$ cat config.mk
export PLATFORM = sky130hd
export DESIGN_NAME = multilevel_loopback_router
export DESIGN_NICKNAME = d
export VERILOG_FILES = /design/src/bit_sync.v /design/src/multilevel_loopback_router.v /design/src/stream_fifo.v
export VERILOG_INCLUDE_DIRS = /design/src
export SDC_FILE = /design/constraint.sdc
export NUM_CORES = 1
export LEC_CHECK = 0
export ABC_CLOCK_PERIOD_IN_PS = 2960
export BUFFER_PORTS_ARGS = -buffer_cell sky130_fd_sc_hd__buf_4
export CAP_MARGIN = 40
export CORE_MARGIN = 2
export CORE_UTILIZATION = 30
export DETAILED_ROUTE_END_ITERATION = 6
export PLACE_DENSITY_LB_ADDON = 0.3
export SYNTH_ARGS = -nofsm -noshare
export SYNTH_HDL_FRONTEND = slang
export SYNTH_HIERARCHICAL = 1
export SYNTH_SLANG_ARGS = --single-unit
$ cat constraint.sdc
create_clock -name clk_i -period 2.96 [get_ports clk_i]
set_clock_uncertainty 0.15 [all_clocks]
set_input_delay 0.148 -clock clk_i [delete_from_list [all_inputs] [get_ports clk_i]]
set_output_delay 0.148 -clock clk_i [all_outputs]
set_load 0.005 [all_outputs]
$ cat src/loopback_router_regs.vh
`ifndef LOOPBACK_ROUTER_REGS_VH
`define LOOPBACK_ROUTER_REGS_VH

// Register byte offsets
`define LB_T1E1_CTRL_OFS   12'h000
`define LB_T1E1_CHMASK_OFS 12'h004
`define LB_ADDROP_CTRL_OFS 12'h008
`define LB_DS3_CTRL_OFS    12'h00C
`define LB_DS2_MASK_OFS    12'h010
`define LB_DS1_MASK_OFS    12'h014
`define LB_STATUS_OFS      12'h018

// Tributary loop control fields
`define LB_T1E1_LINE_BIT   0
`define LB_T1E1_DIAG_BIT   1
`define LB_T1E1_CHAN_BIT   2
`define LB_T1E1_FULL_BIT   3
`define LB_T1E1_SEL_LSB    8
`define LB_T1E1_SEL_MSB    12

// Add/drop bus loop control fields
`define LB_AD_DIAG_BIT     0
`define LB_AD_LINE_BIT     1
`define LB_AD_ING_LSB      8
`define LB_AD_ING_MSB      11
`define LB_AD_EGR_LSB      12
`define LB_AD_EGR_MSB      15

// DS3 loop control fields
`define LB_DS3_DIAG_BIT    0
`define LB_DS3_LINE_BIT    1
`define LB_DS3_PAY_BIT     2
`define LB_DS3_DS2_BIT     3
`define LB_DS3_DS1_BIT     4

// Status fields
`define LB_ST_MISMATCH_BIT 0
`define LB_ST_FULL_BIT     1
`define LB_ST_EMPTY_BIT    2
`define LB_ST_RXCLK_BIT    3
`define LB_ST_ACTIVE_BIT   4

// Reset values: every loop off
`define LB_CTRL_RST        32'h0000_0000
`define LB_MASK_RST        32'h0000_0000

// Synchroniser depth
`define LB_SYNC_STAGES     2

`endif

$ cat src/bit_sync.v
`timescale 1ns/1ps
`default_nettype none

module bit_sync #(
   parameter WIDTH = 1
) (
   input  wire             clk_i,   // Local clock
   input  wire             reset_i, // Synchronous reset
   input  wire [WIDTH-1:0] async_i, // Foreign-domain levels
   output wire [WIDTH-1:0] sync_o   // Two-stage synchronised levels
);

   reg [WIDTH-1:0] meta_ff;
   reg [WIDTH-1:0] sync_ff;

   // Two flops; the first is read only by the second
   always @(posedge clk_i) begin
      if (reset_i) begin
         meta_ff <= {WIDTH{1'b0}};
         sync_ff <= {WIDTH{1'b0}};
      end else begin
         meta_ff <= async_i;
         sync_ff <= meta_ff;
      end
   end

   assign sync_o = sync_ff;

endmodule // bit_sync

`default_nettype wire

$ cat src/multilevel_loopback_router.v
// How it works
// - Tributary line loop sends the jitter-attenuated receive clock and data to the transmit path.
// - Tributary diagnostic loop feeds the framer's own transmit clock and data to its receive input.
// - Per-channel loop sends elastic store data back through the transmitter for chosen slots.
// - Full payload loop returns every channel of the tributary at once.
// - Add/drop diagnostic loop feeds the add stream into the receive path instead of the drop bus.
// - During the add/drop diagnostic loop with the line loop off, the add bus keeps carrying the normal transmit data.
// - Add/drop line loop returns drop data only after both tributary pointer processors.
// - DS3 diagnostic loop routes the transmitted DS3 into the receive path instead of the line.
// - DS3 line loop routes the received DS3 into the transmit path instead of the mux output.
// - DS3 payload loop returns payload only, with locally regenerated framing overhead.
// - DS2 demux loop feeds the demultiplexed DS2 streams selected by the DS2 mask back into the DS3 mux.
// - DS1 demux loop feeds the demultiplexed DS1 streams selected by the DS1 mask back into their DS2 muxes.
`timescale 1ns/1ps
`default_nettype none
`include "loopback_router_regs.vh"

module multilevel_loopback_router #(
   parameter NUM_DS2 = 7,
   parameter NUM_DS1 = 28,
   parameter BUS_W   = 8,
   parameter FIFO_D  = 4
) (
   input  wire               clk_i,         // 200 MHz clock
   input  wire               reset_i,       // Synchronous reset, active high
   // APB slave
   input  wire               psel_i,        // Select
   input  wire               penable_i,     // Access phase
   input  wire               pwrite_i,      // Write direction
   input  wire [11:0]        paddr_i,       // Byte address
   input  wire [31:0]        pwdata_i,      // Write data
   output wire               pready_o,      // Always ready
   output reg  [31:0]        prdata_o,      // Read data
   output wire               pslverr_o,     // Unmapped access
   // Tributary framer streams (foreign clocks)
   input  wire               rx_ja_clk_i,   // Jitter-attenuated receive clock
   input  wire               rx_ja_data_i,  // Jitter-attenuated receive data
   input  wire               tx_trib_clk_i, // Framer transmit clock
   input  wire               tx_trib_data_i,// Framer transmit data
   input  wire [4:0]         trib_slot_i,   // Current timeslot
   input  wire               es_data_i,     // Elastic store output
   output wire [4:0]         framer_sel_o,  // Framer that the loops apply to
   output reg                trib_tx_clk_o, // Clock toward DS3 mux or mapper
   output reg                trib_tx_data_o,// Data toward DS3 mux or mapper
   output reg                framer_rx_clk_o,// Framer receive clock input
   output reg                framer_rx_data_o,// Framer receive data input
   // Add/drop bus
   input  wire [BUS_W-1:0]   drop_data_i,   // Drop bus data (pins)
   input  wire [BUS_W-1:0]   add_src_i,     // Transmit add stream, local logic
   input  wire [BUS_W-1:0]   egr_tpp_data_i,// Egress pointer processor output
   input  wire               egr_tpp_vld_i, // Egress processor output valid
   output wire               egr_tpp_rdy_o, // Loop buffer has room
   input  wire               add_slot_i,    // Add bus takes a byte this cycle
   output reg  [BUS_W-1:0]   add_data_o,    // Add bus data
   output reg  [BUS_W-1:0]   sonet_rx_o,    // Into receive path / ingress processor
   output wire [3:0]         ing_tpp_sel_o, // Ingress tributary_pointer_processor container
   output wire [3:0]         egr_tpp_sel_o, // Egress tributary_pointer_processor container
   // DS3 line and framer
   input  wire               rx_line_clk_i, // DS3 receive line clock (pin)
   input  wire               rx_line_data_positive_i,       // Receive positive rail
   input  wire               rx_line_negative_or_violation_i,// Receive negative rail
   input  wire               ds3_tx_pos_i,  // Transmit DS3 from framer
   input  wire               ds3_tx_neg_i,  // Transmit negative rail
   input  wire               ds3_oh_slot_i, // Overhead bit position
   input  wire               ds3_oh_bit_i,  // Regenerated overhead bit
   output reg                ds3_rx_pos_o,  // Into DS3 receive path
   output reg                ds3_rx_neg_o,  // Into DS3 receive negative rail
   output reg                ds3_line_pos_o,// DS3 transmit line positive
   output reg                ds3_line_neg_o,// DS3 transmit line negative
   // Mux tributaries
   input  wire [NUM_DS2-1:0] ds2_demux_i,   // Demultiplexed DS2 streams
   input  wire [NUM_DS2-1:0] ds2_src_i,     // Normal DS2 streams
   output reg  [NUM_DS2-1:0] ds2_to_ds3_mux_o,// Into ds2_to_ds3_mux
   input  wire [NUM_DS1-1:0] ds1_demux_i,   // Demultiplexed DS1 streams
   input  wire [NUM_DS1-1:0] ds1_src_i,     // Normal DS1 streams
   output reg  [NUM_DS1-1:0] ds1_to_ds2_mux_o // Into ds1_to_ds2_mux
);

   localparam SYNC_W = 7 + BUS_W;

   reg  [31:0]        t1_ctrl_ff;
   reg  [31:0]        chmask_ff;
   reg  [31:0]        ad_ctrl_ff;
   reg  [31:0]        ds3_ctrl_ff;
   reg  [NUM_DS2-1:0] ds2_mask_ff;
   reg  [NUM_DS1-1:0] ds1_mask_ff;
   reg                rxclk_d_ff;
   reg                rx_pos_cap_ff;
   reg                rx_neg_cap_ff;
   reg  [31:0]        nxt_prdata;
   reg                hit;
   wire [SYNC_W-1:0]  sync_bus;
   wire               s_rx_ja_clk;
   wire               s_rx_ja_data;
   wire               s_tx_clk;
   wire               s_tx_data;
   wire               s_rxl_clk;
   wire [BUS_W-1:0]   s_drop;
   wire               wr_en;
   wire               tpp_match;
   wire               line_lb;
   wire               fifo_in_vld;
   wire               fifo_out_vld;
   wire [BUS_W-1:0]   fifo_dat;
   wire               fifo_full;
   wire               fifo_empty;
   wire               slot_looped;
   wire               any_active;
   wire               rxl_rise;
   reg                s_rxl_pos_ff;
   reg                s_rxl_neg_ff;
   wire [1:0]         rails_sync;

   // Pin inputs through two flops
   bit_sync #(
      .WIDTH (SYNC_W)
   ) u_sync_pins (
      .clk_i   (clk_i),
      .reset_i (reset_i),
      .async_i ({rx_ja_clk_i, rx_ja_data_i, tx_trib_clk_i, tx_trib_data_i, rx_line_clk_i,
                 rx_line_data_positive_i, rx_line_negative_or_violation_i, drop_data_i}),
      .sync_o  (sync_bus)
   );

   assign {s_rx_ja_clk, s_rx_ja_data, s_tx_clk, s_tx_data, s_rxl_clk, rails_sync,
           s_drop} = sync_bus;

   // APB decode, zero wait states
   assign pready_o  = 1'b1;
   assign wr_en     = psel_i & penable_i & pwrite_i;
   assign pslverr_o = psel_i & penable_i & ~hit;

   // Address hit and read mux
   always @* begin
      hit        = 1'b1;
      nxt_prdata = 32'h0000_0000;
      case (paddr_i)
         `LB_T1E1_CTRL_OFS:   nxt_prdata = t1_ctrl_ff;
         `LB_T1E1_CHMASK_OFS: nxt_prdata = chmask_ff;
         `LB_ADDROP_CTRL_OFS: nxt_prdata = ad_ctrl_ff;
         `LB_DS3_CTRL_OFS:    nxt_prdata = ds3_ctrl_ff;
         `LB_DS2_MASK_OFS:    nxt_prdata[NUM_DS2-1:0] = ds2_mask_ff;
         `LB_DS1_MASK_OFS:    nxt_prdata[NUM_DS1-1:0] = ds1_mask_ff;
         `LB_STATUS_OFS: begin
            nxt_prdata[`LB_ST_MISMATCH_BIT] = ~tpp_match;
            nxt_prdata[`LB_ST_FULL_BIT]     = fifo_full;
            nxt_prdata[`LB_ST_EMPTY_BIT]    = fifo_empty;
            nxt_prdata[`LB_ST_RXCLK_BIT]    = s_rxl_clk;
            nxt_prdata[`LB_ST_ACTIVE_BIT]   = any_active;
         end
         default:             hit = 1'b0;
      endcase
   end

   // Control registers; read data registered during setup
   always @(posedge clk_i) begin
      if (reset_i) begin
         t1_ctrl_ff  <= `LB_CTRL_RST;
         chmask_ff   <= `LB_MASK_RST;
         ad_ctrl_ff  <= `LB_CTRL_RST;
         ds3_ctrl_ff <= `LB_CTRL_RST;
         ds2_mask_ff <= {NUM_DS2{1'b0}};
         ds1_mask_ff <= {NUM_DS1{1'b0}};
         prdata_o    <= 32'h0000_0000;
      end else begin
         if (psel_i & ~penable_i & ~pwrite_i) begin
            prdata_o <= nxt_prdata;
         end
         if (wr_en) begin
            case (paddr_i)
               `LB_T1E1_CTRL_OFS:   t1_ctrl_ff  <= pwdata_i;
               `LB_T1E1_CHMASK_OFS: chmask_ff   <= pwdata_i;
               `LB_ADDROP_CTRL_OFS: ad_ctrl_ff  <= pwdata_i;
               `LB_DS3_CTRL_OFS:    ds3_ctrl_ff <= pwdata_i;
               `LB_DS2_MASK_OFS:    ds2_mask_ff <= pwdata_i[NUM_DS2-1:0];
               `LB_DS1_MASK_OFS:    ds1_mask_ff <= pwdata_i[NUM_DS1-1:0];
               default:             ;
            endcase
         end
      end
   end

   assign framer_sel_o  = t1_ctrl_ff[`LB_T1E1_SEL_MSB:`LB_T1E1_SEL_LSB];
   assign ing_tpp_sel_o = ad_ctrl_ff[`LB_AD_ING_MSB:`LB_AD_ING_LSB];
   assign egr_tpp_sel_o = ad_ctrl_ff[`LB_AD_EGR_MSB:`LB_AD_EGR_LSB];
   assign any_active    = (|t1_ctrl_ff[`LB_T1E1_FULL_BIT:0]) | (|ad_ctrl_ff[1:0])
                        | (|ds3_ctrl_ff[`LB_DS3_DS1_BIT:0]);

   assign slot_looped = t1_ctrl_ff[`LB_T1E1_FULL_BIT]
                      | (t1_ctrl_ff[`LB_T1E1_CHAN_BIT] & chmask_ff[trib_slot_i]);

   // Tributary loops
   always @(posedge clk_i) begin
      if (reset_i) begin
         trib_tx_clk_o    <= 1'b0;
         trib_tx_data_o   <= 1'b0;
         framer_rx_clk_o  <= 1'b0;
         framer_rx_data_o <= 1'b0;
      end else begin
         if (t1_ctrl_ff[`LB_T1E1_LINE_BIT]) begin
            trib_tx_clk_o  <= s_rx_ja_clk;
            trib_tx_data_o <= s_rx_ja_data;
         end else if (slot_looped) begin
            trib_tx_clk_o  <= s_tx_clk;
            trib_tx_data_o <= es_data_i;
         end else begin
            trib_tx_clk_o  <= s_tx_clk;
            trib_tx_data_o <= s_tx_data;
         end
         if (t1_ctrl_ff[`LB_T1E1_DIAG_BIT]) begin
            framer_rx_clk_o  <= s_tx_clk;
            framer_rx_data_o <= s_tx_data;
         end else begin
            framer_rx_clk_o  <= s_rx_ja_clk;
            framer_rx_data_o <= s_rx_ja_data;
         end
      end
   end

   // containers must match for loop data
   assign tpp_match   = (ing_tpp_sel_o == egr_tpp_sel_o);
   assign line_lb     = ad_ctrl_ff[`LB_AD_LINE_BIT] & tpp_match;
   assign fifo_in_vld = egr_tpp_vld_i & line_lb;

   stream_fifo #(
      .WIDTH (BUS_W),
      .DEPTH (FIFO_D),
      .AW    (2)
   ) u_loop_fifo (
      .clk_i     (clk_i),
      .reset_i   (reset_i),
      .in_vld_i  (fifo_in_vld),
      .in_rdy_o  (egr_tpp_rdy_o),
      .in_dat_i  (egr_tpp_data_i),
      .out_vld_o (fifo_out_vld),
      .out_rdy_i (add_slot_i & line_lb),
      .out_dat_o (fifo_dat),
      .full_o    (fifo_full),
      .empty_o   (fifo_empty)
   );

   // Add/drop bus loops
   always @(posedge clk_i) begin
      if (reset_i) begin
         add_data_o <= {BUS_W{1'b0}};
         sonet_rx_o <= {BUS_W{1'b0}};
      end else begin
         sonet_rx_o <= ad_ctrl_ff[`LB_AD_DIAG_BIT] ? add_src_i : s_drop;
         if (ad_ctrl_ff[`LB_AD_LINE_BIT]) begin
            if (add_slot_i & fifo_out_vld) begin
               add_data_o <= fifo_dat;
            end else if (~line_lb) begin
               add_data_o <= {BUS_W{1'b0}};
            end
         end else begin
            add_data_o <= add_src_i;
         end
      end
   end

   // DS3 receive rails captured on line clock rise
   assign rxl_rise = s_rxl_clk & ~rxclk_d_ff;
   always @(posedge clk_i) begin
      if (reset_i) begin
         rxclk_d_ff    <= 1'b0;
         s_rxl_pos_ff  <= 1'b0;
         s_rxl_neg_ff  <= 1'b0;
         rx_pos_cap_ff <= 1'b0;
         rx_neg_cap_ff <= 1'b0;
      end else begin
         rxclk_d_ff   <= s_rxl_clk;
         s_rxl_pos_ff <= rails_sync[1];
         s_rxl_neg_ff <= rails_sync[0];
         if (rxl_rise) begin
            rx_pos_cap_ff <= s_rxl_pos_ff;
            rx_neg_cap_ff <= s_rxl_neg_ff;
         end
      end
   end

   // DS3 and mux loops
   always @(posedge clk_i) begin
      if (reset_i) begin
         ds3_rx_pos_o     <= 1'b0;
         ds3_rx_neg_o     <= 1'b0;
         ds3_line_pos_o   <= 1'b0;
         ds3_line_neg_o   <= 1'b0;
         ds2_to_ds3_mux_o <= {NUM_DS2{1'b0}};
         ds1_to_ds2_mux_o <= {NUM_DS1{1'b0}};
      end else begin
         if (ds3_ctrl_ff[`LB_DS3_DIAG_BIT]) begin
            ds3_rx_pos_o <= ds3_tx_pos_i;
            ds3_rx_neg_o <= ds3_tx_neg_i;
         end else begin
            ds3_rx_pos_o <= rx_pos_cap_ff;
            ds3_rx_neg_o <= rx_neg_cap_ff;
         end
         if (ds3_ctrl_ff[`LB_DS3_LINE_BIT]) begin
            ds3_line_pos_o <= rx_pos_cap_ff;
            ds3_line_neg_o <= rx_neg_cap_ff;
         end else if (ds3_ctrl_ff[`LB_DS3_PAY_BIT]) begin
            ds3_line_pos_o <= ds3_oh_slot_i ? ds3_oh_bit_i : rx_pos_cap_ff;
            ds3_line_neg_o <= 1'b0;
         end else begin
            ds3_line_pos_o <= ds3_tx_pos_i;
            ds3_line_neg_o <= ds3_tx_neg_i;
         end
         ds2_to_ds3_mux_o <= ds3_ctrl_ff[`LB_DS3_DS2_BIT] ?
                             ((ds2_demux_i & ds2_mask_ff) | (ds2_src_i & ~ds2_mask_ff)) :
                             ds2_src_i;
         ds1_to_ds2_mux_o <= ds3_ctrl_ff[`LB_DS3_DS1_BIT] ?
                             ((ds1_demux_i & ds1_mask_ff) | (ds1_src_i & ~ds1_mask_ff)) :
                             ds1_src_i;
      end
   end

endmodule // multilevel_loopback_router

`default_nettype wire

$ cat src/stream_fifo.v
`timescale 1ns/1ps
`default_nettype none

module stream_fifo #(
   parameter WIDTH = 8,
   parameter DEPTH = 4,
   parameter AW    = 2
) (
   input  wire             clk_i,    // Clock
   input  wire             reset_i,  // Synchronous reset
   input  wire             in_vld_i, // Write request
   output wire             in_rdy_o, // Space available
   input  wire [WIDTH-1:0] in_dat_i, // Write data
   output wire             out_vld_o,// Data available
   input  wire             out_rdy_i,// Drain accepts
   output wire [WIDTH-1:0] out_dat_o,// Head data, registered storage
   output wire             full_o,   // No space
   output wire             empty_o   // No data
);

   reg [WIDTH-1:0] mem_ff [0:DEPTH-1];
   reg [AW-1:0]    wr_ptr_ff;
   reg [AW-1:0]    rd_ptr_ff;
   reg [AW:0]      count_ff;
   wire            push;
   wire            pop;

   assign full_o    = (count_ff == DEPTH[AW:0]);
   assign empty_o   = (count_ff == {(AW+1){1'b0}});
   assign in_rdy_o  = ~full_o;
   assign out_vld_o = ~empty_o;
   assign push      = in_vld_i & ~full_o;
   assign pop       = out_rdy_i & ~empty_o;
   assign out_dat_o = mem_ff[rd_ptr_ff];

   // Storage write
   always @(posedge clk_i) begin
      if (push) begin
         mem_ff[wr_ptr_ff] <= in_dat_i;
      end
   end

   // Pointers and occupancy
   always @(posedge clk_i) begin
      if (reset_i) begin
         wr_ptr_ff <= {AW{1'b0}};
         rd_ptr_ff <= {AW{1'b0}};
         count_ff  <= {(AW+1){1'b0}};
      end else begin
         if (push) begin
            wr_ptr_ff <= (wr_ptr_ff == DEPTH[AW-1:0] - 1'b1) ? {AW{1'b0}} : wr_ptr_ff + 1'b1;
         end
         if (pop) begin
            rd_ptr_ff <= (rd_ptr_ff == DEPTH[AW-1:0] - 1'b1) ? {AW{1'b0}} : rd_ptr_ff + 1'b1;
         end
         if (push & ~pop) begin
            count_ff <= count_ff + 1'b1;
         end else if (pop & ~push) begin
            count_ff <= count_ff - 1'b1;
         end
      end
   end

endmodule // stream_fifo

`default_nettype wire
After elaboration in Yosys (flattened, before gate mapping)
Memory sizes are Yosys's and may differ from the RTL's. A register that Yosys moved wholly into a read port is not among the register bits.
Index checks and enable logic that the tools add are counted.
Widths: inputs -> output; s select.
{"block": "classes", "n_addsub": 4, "n_mux": 33, "order_cmp": 1, "n_reduce_logical": 13, "n_bitwise": 35, "n_eq_ne": 11}
{"op": "$pmux 21 s5", "count": 1}
{"op": "$and 28x28->28", "count": 2}
{"op": "$eq 12x5->1 const B", "count": 3}
{"op": "$pmux 5 s7", "count": 1}
{"op": "$mux 8", "count": 4}
{"op": "$mux 28", "count": 1}
{"op": "$not 28->28", "count": 1}
{"op": "$or 28x28->28", "count": 1}
{"op": "$eq 12x4->1 const B", "count": 2}
{"op": "$mux 1", "count": 16}
{"op": "$pmux 4 s4", "count": 1}
{"op": "$and 1x1->1", "count": 15}
{"op": "$and 7x7->7", "count": 2}
{"op": "$eq 12x3->1 const B", "count": 1}
{"op": "$logic_not 12->1", "count": 1}
{"op": "$pmux 2 s6", "count": 1}
{"op": "$reduce_and 2->1", "count": 6}
{"op": "$not 1->1", "count": 9}
{"op": "$mux 2", "count": 4}
{"op": "$mux 7", "count": 1}
{"op": "$not 7->7", "count": 1}
{"op": "$or 7x7->7", "count": 1}
{"op": "$reduce_or 7->1", "count": 1}
{"op": "$lt 5x6->1 const B", "count": 1}
{"op": "other kinds (15)", "count": 20}
{"block": "totals", "regBits": 296, "in_bits": 162, "memories": 1, "out_inout_bits": 107, "word_cells": 127, "ram_bits": 32}
{"memory": "u_loop_fifo.mem_ff", "depth": 4, "width": 8, "read_ports": 1, "rd_clocked_by_memory_dff": 1, "write_ports": 1, "line": "stream_fifo.v:21", "rtl": "reg [WIDTH-1:0] mem_ff [0:DEPTH-1];"}

Logic depth before layout (Yosys ltp)
Gate-level depths: netlist (run 1).
{"block": "logic_depth", "word_depth": 8, "ltp_mapped": 11, "ltp_nobuf": 11}

By module
Netlist (run 1), hierarchy kept.
{"module": "multilevel_loopback_router", "instances": 1, "area_each_um2": 11039.3, "seq_area_each_um2": 5185.0, "cells_per_inst": 1352}
{"module": "stream_fifo", "instances": 1, "area_each_um2": 1642.8, "seq_area_each_um2": 1141.1, "cells_per_inst": 92}
{"module": "bit_sync", "instances": 1, "area_each_um2": 882.1, "seq_area_each_um2": 600.6, "cells_per_inst": 63}

Worst setup path before layout (run 1)
No wires, ideal clock.
{"block": "synth_path", "kind": "reg2reg", "start": "register ad_ctrl_ff[1]", "end": "register u_loop_fifo.count_ff[2]", "stages_incl_launch_ff": 11, "setup_slack_ps": 132, "setup_ps": 70, "t_arrival_ps": 2608, "path_buffers": 2, "cell_sequence": "dfxtp_1 > buf_1 > clkbuf_1 > and3_1 > and2_4 > ha_1 > inv_1 > fa_1 > xor2_1 > or3_2 > a21oi_1"}
{"block": "synth_between", "elab_chain_len": 6, "word_cells_on_any_way": 11, "classes_between": "mux (1); bitwise (9); reduce/logical (1)"}
{"element": "from (decl)", "line": "multilevel_loopback_router.v:83", "rtl": "reg [31:0] ad_ctrl_ff;"}
{"element": "from (signal assigned)", "line": "multilevel_loopback_router.v:160", "rtl": "ad_ctrl_ff <= `LB_CTRL_RST;"}
{"element": "from (signal assigned)", "line": "multilevel_loopback_router.v:173", "rtl": "`LB_ADDROP_CTRL_OFS: ad_ctrl_ff <= pwdata_i;"}
{"element": "$and 1x1->1 *", "line": "multilevel_loopback_router.v:222", "rtl": "assign line_lb = ad_ctrl_ff[`LB_AD_LINE_BIT] & tpp_match;"}
{"element": "$and 1x1->1 *", "line": "multilevel_loopback_router.v:223", "rtl": "assign fifo_in_vld = egr_tpp_vld_i & line_lb;"}
{"element": "net fifo_in_vld", "line": "multilevel_loopback_router.v:102", "rtl": "wire fifo_in_vld;"}
{"element": "$and 1x1->1 *", "line": "stream_fifo.v:32", "rtl": "assign push = in_vld_i & ~full_o;"}
{"element": "net u_loop_fifo.push", "line": "stream_fifo.v:25", "rtl": "wire push;"}
{"element": "$not 1->1", "line": "stream_fifo.v:58", "rtl": "end else if (pop & ~push) begin"}
{"element": "$and 1x1->1", "line": "stream_fifo.v:58"}
{"element": "$reduce_bool 2->1 (no line)"}
{"element": "to (signal assigned)", "line": "stream_fifo.v:48", "rtl": "count_ff <= {(AW+1){1'b0}};"}
{"element": "to (signal assigned)", "line": "stream_fifo.v:57", "rtl": "count_ff <= count_ff + 1'b1;"}
{"element": "to (signal assigned)", "line": "stream_fifo.v:59", "rtl": "count_ff <= count_ff - 1'b1;"}
{"element": "to (decl)", "line": "stream_fifo.v:24", "rtl": "reg [AW:0] count_ff;"}
The timed path passes the listed nets; every way through them passes the cells marked *.
A chain may end at the register's enable or synchronous reset.

Worst setup path in the final report (run 1)
{"block": "layout_path", "start": "register ad_ctrl_ff[11]", "end": "register u_loop_fifo.count_ff[2]"}
{"block": "layout_between", "elab_chain_len": 7, "word_cells_on_any_way": 12, "classes_between": "eq/ne (1); mux (1); bitwise (9); reduce/logical (1)"}
{"element": "$eq 4x4->1 *", "line": "multilevel_loopback_router.v:221", "rtl": "assign tpp_match = (ing_tpp_sel_o == egr_tpp_sel_o);"}
{"element": "$and 1x1->1 *", "line": "multilevel_loopback_router.v:222"}
{"element": "$and 1x1->1 *", "line": "multilevel_loopback_router.v:223"}
{"element": "net fifo_in_vld", "line": "multilevel_loopback_router.v:102"}
{"element": "$and 1x1->1 *", "line": "stream_fifo.v:32"}
{"element": "net u_loop_fifo.push", "line": "stream_fifo.v:25"}
{"element": "$not 1->1", "line": "stream_fifo.v:58"}
{"element": "$and 1x1->1", "line": "stream_fifo.v:58"}
{"element": "$reduce_bool 2->1 (no line)"}
Marks and branches as above.

==> summary.md, run 1 <==
| Metric | Value |
|---|---|
| Ys flop type | dfxtp_1 |
| Post-synthesis sequential area ratio | between 50% and 60% |
| Final hold vios | 0 |
| CP Capture Type | flop |
| Worst reg-to-reg setup slack | around 0.18 ns |
| GRT overflow | 0 |
| Leakage dissipation | 7.23 nW |
| FMAX | 359 MHz |
| Worst EP required | 3.29 ns |
| Via count | 12600 |
| Clock share of power | 47.9% |
| Share of flip-flops with an asynchronous set or reset | 0% |
| Pwr/cell area | 540 nW/um^2 |
| Dpl cell area | 16200 sq um |
| Initial antenna violation count | 3 |
| CTS Buf Count | 40 |
| Setup crit start kind | flop |
| EDFF count, synth | 32 |
| Crit path arrival time | 3.11 ns |
| CTS sink count | 330 |
| DIE WIDTH | 217 microns |
| Combinational fraction of design power | 7.2% |
| Setup TNS Final | 0 ns |
| Syn-to-layout area delta | 40.4% |
| GRT Total Usage | roughly a fifth |
| Sw frac | between 20% and 30% |
| Post-Synthesis Cells | roughly 1500 |
| Count leader, synth | nand2_1 |
| CP Max Fanout | 4 |
| Hpwl dp | 32700 microns |
| Post-synthesis cell type count | 63 |
| DR DRC count | 0 |
| Final wirelength | 48400 microns |
| Area leader, netlist | dfxtp_1 |
| Ports | between 200 and 300 |
| Post-synth top area share | between 40% and 50% |
| PostCTS Resize Cnt | 0 |
| First-pass GRT wire length | 73000 microns |
| Hold EP | trib_tx_data_o |
| Synth Area in Compound Gates | 14.8% |
| Worst Hold Class | in2reg |
| Mux share of post-synthesis cell area | 6.88% |
| RR Endpoint | u_loop_fifo/count_ff[2] |
| Synthesized area | 13600 sq um |
| Reg power frac | 44.8% |
| Kind of critical path | reg2reg |
| Design area | 19000 sq um |
| Max Cap Violations | 0 |
| Status | finished, final reports clean |
| Routability Congestion | between 0.8 and 0.9 |
| Relative slew slack | 43.9% |
| Count of pins over their slew limit | 0 |
| Adder-Cell Fraction of Synth Area | 0.701% |
| Die Footprint | about 47000 sq um |
| Fillers | ~4400 |
| Worst hold start | trib_slot_i[1] |
| FF-to-FF path depth | 12 |
| CTS clk-pin slew, worst paths | 0.06 ns |
| Post-Synth XOR/XNOR Area | 0.387% |
| Vias in the first global route | 12300 |
| IO Port Bufs | 267 |
| Reg-to-Reg Start | ad_ctrl_ff[11] |
| Total power draw | 10.3 mW |
| YS warnings | 6 |
| Initial drt markers | ~1000 |
| Top post-synthesis cells by area | dfxtp_1 (44%), nand2_1 (11%), a21oi_1 (7.6%) |
| P_sw | 2.38 mW |
| Core Util, Final | 42.9% |
| Min Tclk post-route | 2.78 ns |
| Pint | 7.91 mW |
| Core box area | 44400 sq um |
| H-tree levels | 2 |
| Final net count | about 2100 |
| Die Span Y | roughly 220 microns |
| Clk_lat worst skew | 0.57 ns |
| Largest family of logic cells by synthesized area | simple AND/OR/NAND/NOR gates |
| Starting Density | 30.5% |
| Hold path cells | 4 |
| DR pass1 iterations | 5 |
| Syn_nets | 1676 |
| ANT nets after route | 0 |
| FF+latch count, synth | 330 |
| Post-DR wirelength/cell | 19.1 microns |
| Vias per cell | about 5 |
| FP Rows | 77 |
| Largest net degree at the start of global routing | 104 |
| Worst vdd ir | roughly 0.36 mV |
| Fraction of layout cells with a size suffix above 1 | 25.0% |
| Synth Area in Simple Gates | 21.2% |
| RSZ-0062 raised after global routing | no |
| Clock buffer depth | 3 |
| Finish-stage setup viols | 0 |
| Clk root buf | clkbuf_16 |
| Slew @ Worst Pin | between 0.8 and 0.9 ns |
| Synth top cells by count | nand2_1 (398), dfxtp_1 (298), a21oi_1 (206) |
| Syn_area_per_cell | 9.00 sq um |
| Tcrit/Tclk final | 94.1% |
| CTS tree | built |
cell families (layout without fill, tap and decap cells):
group                      Yosys count  count (layout)
buffers and inverters              133             564
muxes                               71              71
other                                1               4
adders and majority gates            7               7
AOI/OAI and AO/OA                  323             323
DFF                                330             330
and+or+nand+nor                    636             636
xor gates and xnor gates             6               6
critical path, stage by stage, from the launching register on:
cell     delay [ns]
dfxtp_1        0.39
xnor2_1        0.14
nand4_1        0.10
buf_4          0.17
inv_1          0.07
and3_1         0.18
and2_4         0.15
ha_1           0.18
inv_1          0.07
fa_1           0.37
xor2_1         0.17
or3_2          0.40
a21oi_1        0.15
worst max-delay path by stage:
stage	from	depth (start not counted)	endpoint	slack (ns)
after floorplan	ad_ctrl_ff[1]	10	u_loop_fifo/count_ff[2]	0.13
after global placement	ad_ctrl_ff[11]	11	u_loop_fifo/count_ff[2]	0.08
after detailed placement	ad_ctrl_ff[8]	11	u_loop_fifo/count_ff[2]	0.05
after CTS	ad_ctrl_ff[8]	11	u_loop_fifo/count_ff[2]	0.04
after global routing	ad_ctrl_ff[11]	12	u_loop_fifo/count_ff[2]	0.03
final	ad_ctrl_ff[11]	12	u_loop_fifo/count_ff[2]	0.18
metal layers:
| layer | track usage [%] | routed length, microns |
|---|---|---|
| met3 | 5.19 | 4280 |
| met4 | 5.53 | 1030 |
| met5 | 0 | 0 |
| met1 | 25.8 | 20200 |
| met2 | 33.6 | 22800 |
power groups by stage:
stage	Sequential, mW	Combinational, mW	Clock, mW
2_1_floorplan	4.71	0.205	0
3_3_place_gp	4.71	0.573	0
3_5_place_dp	4.71	0.581	0
4_1_cts	4.61	0.741	5.03
5_1_grt	4.62	0.800	5.21
6_report	4.61	0.744	4.93
metrics by stage:
step | setup WS (ns) | hold WS (ns) | instances
2_1_floorplan | 0.132 | 0.0969 | 1507
3_3_place_gp | 0.0837 | 0.200 | 2299
3_5_place_dp | 0.0464 | 0.203 | 2300
4_1_cts | 0.0396 | 0.00104 | 2529
5_1_grt | 0.0321 | 0.0410 | 2533
6_report | 0.175 | 0.0524 | 2533
state kept, by name, indices dropped and copies added (netlist names), 3 cells and up, named ones only:
register              flops
ds3_ctrl_ff              32
u_sync_pins/sync_o       15
ds1_mask_ff              28
prdata_o                 32
ds2_to_ds3_mux_o          7
ds1_to_ds2_mux_o         28
ds2_mask_ff               7
ad_ctrl_ff               32
chmask_ff                32
u_loop_fifo/count_ff      3
u_loop_fifo/mem_ff       32
u_sync_pins/meta_ff      15
t1_ctrl_ff               32
sonet_rx_o                8
add_data_o                8
cell usage in the layout (no fill, tap or decap), types with 8 or more instances in the layout:
| cell | synthesis | final |
|---|---|---|
| a211oi_1 | 22 | 22 |
| a21oi_1 | 206 | 206 |
| a21oi_2 | 17 | 17 |
| a221oi_1 | 10 | 10 |
| a222oi_1 | 17 | 17 |
| a22oi_1 | 9 | 9 |
| and2_1 | 9 | 9 |
| buf_4 | 20 | 323 |
| clkbuf_1 | 70 | 11 |
| clkbuf_16 | 0 | 42 |
| clkbuf_8 | 0 | 8 |
| dfxtp_1 | 298 | 297 |
| dlygate4sd3_1 | 0 | 155 |
| edfxtp_1 | 32 | 32 |
| inv_1 | 8 | 8 |
| mux2_2 | 8 | 8 |
| mux2i_1 | 46 | 46 |
| mux4_2 | 17 | 17 |
| nand2_1 | 398 | 398 |
| nand2_2 | 10 | 10 |
| nand3_1 | 39 | 39 |
| nor2_1 | 88 | 88 |
| nor2b_1 | 14 | 14 |
| nor2b_2 | 24 | 24 |
| nor3_1 | 10 | 10 |
what timing repair did:
item | in CTS | in global routing
buffers inserted | 0 | 1
hold endpoints to repair | 286 | 0
hold buffers | 155 | 0
setup endpoints to repair | 0 | 1
layout make-up:
cell class	count	area (sq um)	share of cell area [%]
sequential	330	6930	36.4
multi-input combinational	1044	5970	31.3
timing repair buffer	482	4050	21.2
clock buffer	61	1200	6.31
tap	592	741	3.89
clock inverter	13	123	0.644
inverter	8	30.0	0.158
antenna	3	7.51	0.0394
No activity file was read; power rests on OpenSTA's default activity.
==> run 2, diff against run 1 <==
--- a/config.mk
+++ b/config.mk
@@ -13,6 +13,7 @@
 export CORE_UTILIZATION = 30
 export DETAILED_ROUTE_END_ITERATION = 6
 export PLACE_DENSITY_LB_ADDON = 0.3
+export RECOVER_POWER = 25
 export SYNTH_ARGS = -nofsm -noshare
 export SYNTH_HDL_FRONTEND = slang
 export SYNTH_HIERARCHICAL = 1
==> summary.md, run 2 (synthesis gave the netlist of run 1 again) <==
| Metric | Value |
|---|---|
| Clock buffer depth | 3 (unchanged) |
| Reg-to-Reg Start | ad_ctrl_ff[11] (unchanged) |
| DIE WIDTH | 217 microns (unchanged) |
| FP Rows | 77 (unchanged) |
| Worst vdd ir | 0.359 mV (was 0.364 mV) |
| Finish-stage setup viols | 0 (unchanged) |
| Post-DR wirelength/cell | 19.1 microns (about the same) |
| CP Capture Type | flop (unchanged) |
| RSZ-0062 raised after global routing | no (unchanged) |
| Failing checks | design-rule violations |
| Relative slew slack | 43.9% (about the same) |
| Core box area | 44400 sq um (unchanged) |
| Setup TNS Final | 0 ns (unchanged) |
| Vias per cell | 4.97 (was 4.96) |
| Clk root buf | clkbuf_16 (unchanged) |
| Kind of critical path | reg2reg (unchanged) |
| Core Util, Final | 42.6% (was 42.9%) |
| GRT overflow | 0 (unchanged) |
| PostCTS Resize Cnt | 0 (unchanged) |
| Starting Density | 30.5% (unchanged) |
| CTS tree | built (unchanged) |
| First-pass GRT wire length | 73000 microns (unchanged) |
| Count of pins over their slew limit | 0 (unchanged) |
| Status | finished, violations left (was finished, final reports clean) |
| Most common cell after layout, fill and taps aside | nand2_1 (unchanged) |
| FMAX | 358 MHz (was 359 MHz) |
| Worst EP required | 3.29 ns (about the same) |
| Largest net degree at the start of global routing | 104 (unchanged) |
| Ports | 269 (unchanged) |
| Clk_lat worst skew | 0.57 ns (about the same) |
| Via count | 12600 (about the same) |
| Worst reg-to-reg setup slack | 0.17 ns (was 0.18 ns) |
| Worst Hold Class | in2reg (unchanged) |
| Most frequent cells in the layout | nand2_1 (398), dfxtp_1 (297), buf_4 (246) (was nand2_1 (398), buf_4 (323), dfxtp_1 (297)) |
| Die Footprint | 46900 sq um (unchanged) |
| Tcrit/Tclk final | 94.4% (was 94.1%) |
| ANT nets after route | 0 (unchanged) |
| CTS sink count | 330 (unchanged) |
| Slew @ Worst Pin | 0.841 ns (about the same) |
| Initial antenna violation count | 3 (unchanged) |
| IO Port Bufs | 267 (unchanged) |
| Crit. Startpoint | ad_ctrl_ff[11] (unchanged) |
| CTS Buf Count | 40 (unchanged) |
| Worst hold start | paddr_i[6] (was trib_slot_i[1]) |
| Vias in the first global route | 12300 (unchanged) |
| CP Max Fanout | 4 (unchanged) |
| Fraction of layout cells with a size suffix above 1 | 23.3% (was 25.0%) |
| H-tree levels | 2 (unchanged) |
| Max Cap Violations | 0 (unchanged) |
| Final net count | 2075 (unchanged) |
| Crit path arrival time | 3.12 ns (was 3.11 ns) |
| Min Tclk post-route | 2.79 ns (was 2.78 ns) |
| Routability Congestion | 0.836 (unchanged) |
| Pwr/cell area | 542 nW/um^2 (was 540 nW/um^2) |
| Die Span Y | 217 microns (unchanged) |
| CTS clk-pin slew, worst paths | 0.06 ns (about the same) |
| Initial drt markers | 1091 (was 1035) |
| Syn-to-layout area delta | 39.5% (was 40.4%) |
| Final wirelength | 48300 microns (was 48400 microns) |
| DR DRC count | 2 (was 0) |
| DR pass1 iterations | 7 (was 5) |
| Leakage dissipation | 7.08 nW (was 7.23 nW) |
| Final hold vios | 0 (unchanged) |
| Hpwl dp | 32700 microns (unchanged) |
| Setup crit start kind | flop (unchanged) |
| GRT Total Usage | 20.2% (unchanged) |
-- run 2: cell count changes in the layout (fill, tap and decap cells not counted), sizes merged --
| cell | change |
|---|---|
| clkbuf | +77 |
| buf | -77 |
-- run 2: what timing repair did --
item                       CTS  global route
hold endpoints to repair   286             0
setup buffers                0             1
setup endpoints to repair    0             1
hold buffers               155             0
-- run 2: worst paths after layout --
kind | to | cells past startpoint
hold reg to reg | u_sync_pins/sync_o[1] | 1
setup / recovery | u_loop_fifo/count_ff[2] | 12
setup reg to reg | u_loop_fifo/count_ff[2] | 12
hold / removal | prdata_o[0] | 5
-- run 2: worst max-delay path, stage by stage, from the launching register on --
cell and delay [ns]:
dfxtp_1 0.39, xnor2_1 0.14, nand4_1 0.10, buf_4 0.17
inv_1 0.08, and3_1 0.18, and2_4 0.15, ha_1 0.18
inv_1 0.07, fa_1 0.37, xor2_1 0.17, or3_2 0.40
a21oi_1 0.15
-- run 2: area by class of cell --
cell class                      count  area (sq um)
Clock inverter                     13           123
Antenna cell                        3          7.51
Clock buffer                       61          1200
Tap cell                          592           741
Inverter                            8          30.0
Fill cell                        4378         25500
Timing Repair Buffer              482          3930
Multi-Input combinational cell   1044          5970
Sequential cell                   330          6930
-- run 2: layer usage --
| layer | global-route usage (%) | wire length [microns] |
|---|---|---|
| met3 | 5.19 | 4250 |
| met4 | 5.53 | 1030 |
| met2 | 33.6 | 22900 |
| met5 | 0 | 0 |
| met1 | 25.8 | 20100 |
-- run 2: stage by stage --
step / hold slack [ns] / cells / power (mW) / setup WS (ns) / area [sq um]
finish: 0.0566 / 2533 / 10.3 / 0.166 / 18900
global route: 0.0410 / 2533 / 10.6 / 0.0323 / 18900
CTS: 0.00104 / 2529 / 10.4 / 0.0396 / 19000
detailed placement: 0.203 / 2300 / 5.29 / 0.0464 / 16200
global placement: 0.200 / 2299 / 5.28 / 0.0837 / 16100
floorplan: 0.0969 / 1507 / 4.92 / 0.132 / 13600
-- run 2: report_power, final --
group / leakage, nW / switching [mW] / internal (mW) / total, mW
sequential: 2.71 / 0.0289 / 4.58 / 4.61
clock: 0.650 / 2.01 / 2.91 / 4.93
combinational: 3.72 / 0.327 / 0.399 / 0.727
==> run 3, diff against run 2 <==
==> constraint.sdc (replaced) <==
create_clock -name clk_i -period 2.96 [get_ports clk_i]
set_clock_uncertainty 0.15 [all_clocks]
set_input_delay 0.148 -clock clk_i [delete_from_list [all_inputs] [get_ports clk_i]]
set_output_delay 0.148 -clock clk_i [all_outputs]
set_load 0.02 [all_outputs]
==> summary.md, run 3 (synthesis gave the netlist of run 1 again) <==
| Metric | Value |
|---|---|
| Finish-stage setup viols | 0 (unchanged) |
| DIE WIDTH | 217 microns (unchanged) |
| Syn-to-layout area delta | 38.3% (was 39.5%) |
| Leakage dissipation | 6.92 nW (was 7.08 nW) |
| Max Cap Violations | 0 (unchanged) |
| Hpwl dp | 32700 microns (unchanged) |
| Relative slew slack | 44.1% (was 43.9%) |
| Count of pins over their slew limit | 0 (unchanged) |
| CTS clk-pin slew, worst paths | 0.06 ns (about the same) |
| Reg-to-Reg Start | ad_ctrl_ff[11] (unchanged) |
| Largest net degree at the start of global routing | 104 (unchanged) |
| Routability Congestion | 0.836 (unchanged) |
| GRT overflow | 0 (unchanged) |
| Crit. Startpoint | ad_ctrl_ff[11] (unchanged) |
| Initial antenna violation count | 3 (unchanged) |
| H-tree levels | 2 (unchanged) |
| IO Port Bufs | 267 (unchanged) |
| ANT nets after route | 0 (unchanged) |
| Failing checks | design-rule violations (unchanged) |
| GRT Total Usage | 20.2% (unchanged) |
| DR pass1 iterations | 7 (unchanged) |
| Critical-path cell list | xnor2_1 -> nand4_1 -> buf_4 -> inv_1 -> and3_1 -> and2_4 -> ha_1 -> inv_1 -> fa_1 -> xor2_1 -> or3_2 -> a21oi_1 (unchanged) |
| Initial drt markers | 1039 (was 1091) |
| Core box area | 44400 sq um (unchanged) |
| Status | finished, violations left (unchanged) |
| Design area | 18800 sq um (was 18900 sq um) |
| Final hold vios | 0 (unchanged) |
| FMAX | 359 MHz (was 358 MHz) |
| Min Tclk post-route | 2.79 ns (about the same) |
| CP Capture Type | flop (unchanged) |
| Via count | 12600 (about the same) |
| Die Span Y | 217 microns (unchanged) |
| Worst path top cell family by delay | simple AND/OR/NAND/NOR gates (unchanged) |
| Multi-input gate area | 5970 sq um (unchanged) |
| Post-DR wirelength/cell | 19.1 microns (about the same) |
| Worst path slowest cell | or3_2 (unchanged) |
| Final wirelength | 48400 microns (was 48300 microns) |
| First-pass GRT wire length | 73000 microns (unchanged) |
| Setup crit start kind | flop (unchanged) |
| CTS sink count | 330 (unchanged) |
| Most used cell, CP | inv_1 (unchanged) |
| Tcrit/Tclk final | 94.1% (was 94.4%) |
| Clk_lat worst skew | 0.57 ns (about the same) |
| Pwr/cell area | 550 nW/um^2 (was 542 nW/um^2) |
| Dpl cell area | 16200 sq um (unchanged) |
| Crit path buf inv count | 3 (unchanged) |
| Most frequent cells in the layout | nand2_1 (398), dfxtp_1 (297), buf_4 (246) (unchanged) |
| RSZ-0062 raised after global routing | no (unchanged) |
| Worst hold start | trib_slot_i[1] (was paddr_i[6]) |
| CTS Buf Count | 40 (unchanged) |
| Flip-flop and latch area | 6930 sq um (unchanged) |
| Layout Cells excl Fill | 2533 (unchanged) |
| CP Max Fanout | 4 (unchanged) |
| Crit path arrival time | 3.12 ns (about the same) |
| Worst Hold Class | in2reg (unchanged) |
| Worst vdd ir | 0.360 mV (was 0.359 mV) |
| Placed Instances | 2300 (unchanged) |
| Clk root buf | clkbuf_16 (unchanged) |
| Slew @ Worst Pin | 0.838 ns (was 0.841 ns) |
| DR DRC count | 7 (was 2) |
| Final net count | 2075 (unchanged) |
| CTS tree | built (unchanged) |
| Vias in the first global route | 12300 (unchanged) |
| Max incr delay on CP | 0.40 ns (about the same) |
| Kind of critical path | reg2reg (unchanged) |
| Fillers | 4428 (was 4378) |
| Ports | 269 (unchanged) |
| FP Rows | 77 (unchanged) |
| Setup TNS Final | 0 ns (unchanged) |
| Fraction of layout cells with a size suffix above 1 | 20.9% (was 23.3%) |
| Most common cell after layout, fill and taps aside | nand2_1 (unchanged) |
| Worst EP required | 3.29 ns (about the same) |
| Starting Density | 30.5% (unchanged) |
| Die Footprint | 46900 sq um (unchanged) |
| Clock buffer depth | 3 (unchanged) |
| Vias per cell | 4.98 (was 4.97) |
run 3: worst min-delay path: cells and delay by family:
family        cells  cell delay, ns
buf+inv           1            0.12
mux               1            0.11
simple gates      2            0.32
run 3: metal layers:
layer  share of wire (%)  track usage (%)  vias to the layer above
li1                    -                -                     5987
met4                 2.1             5.53                        0
met1                  42             25.8                     6081
met2                  47             33.6                      462
met5                   0                0                        -
met3                 8.3             5.19                       75
run 3: layout make-up:
cell class	count	area share (%)
sequential	330	36.9
clock inverter	13	0.654
tap	592	3.95
multi-input combinational	1044	31.8
timing repair buffer	482	20.0
clock buffer	61	6.41
inverter	8	0.160
antenna	3	0.0400
run 3: what timing repair did:
action / in CTS / in global routing
gates resized for setup: 0 / 0
setup buffers: 0 / 1
hold buffers: 155 / 0
setup endpoints to repair: 0 / 1
hold endpoints to repair: 286 / 0
run 3: metrics by stage:
stage / hold slack, ns / worst slack [ns] / power (mW) / util [%]
after floorplan: 0.0969 / 0.132 / 4.98 / -
after global placement: 0.200 / 0.0837 / 5.35 / 36.3
after detailed placement: 0.203 / 0.0464 / 5.36 / 36.4
after CTS: 0.00104 / 0.0396 / 10.5 / 42.9
after global routing: 0.0410 / 0.0323 / 10.7 / 42.2
final: 0.0536 / 0.174 / 10.3 / 42.2
run 3: path summary, 6_finish.rpt:
kind	slack [ns]	depth (start not counted)	endpoint
min	0.05	4	trib_tx_data_o
max reg2reg	0.17	12	u_loop_fifo/count_ff[2]
max	0.17	12	u_loop_fifo/count_ff[2]
min reg2reg	0.28	1	u_sync_pins/sync_o[3]
run 3: power by group:
| part | internal, mW | leakage (nW) | switching [mW] |
|---|---|---|---|
| clock | 2.91 | 0.650 | 2.01 |
| combinational | 0.379 | 3.56 | 0.391 |
| sequential | 4.58 | 2.71 | 0.0289 |
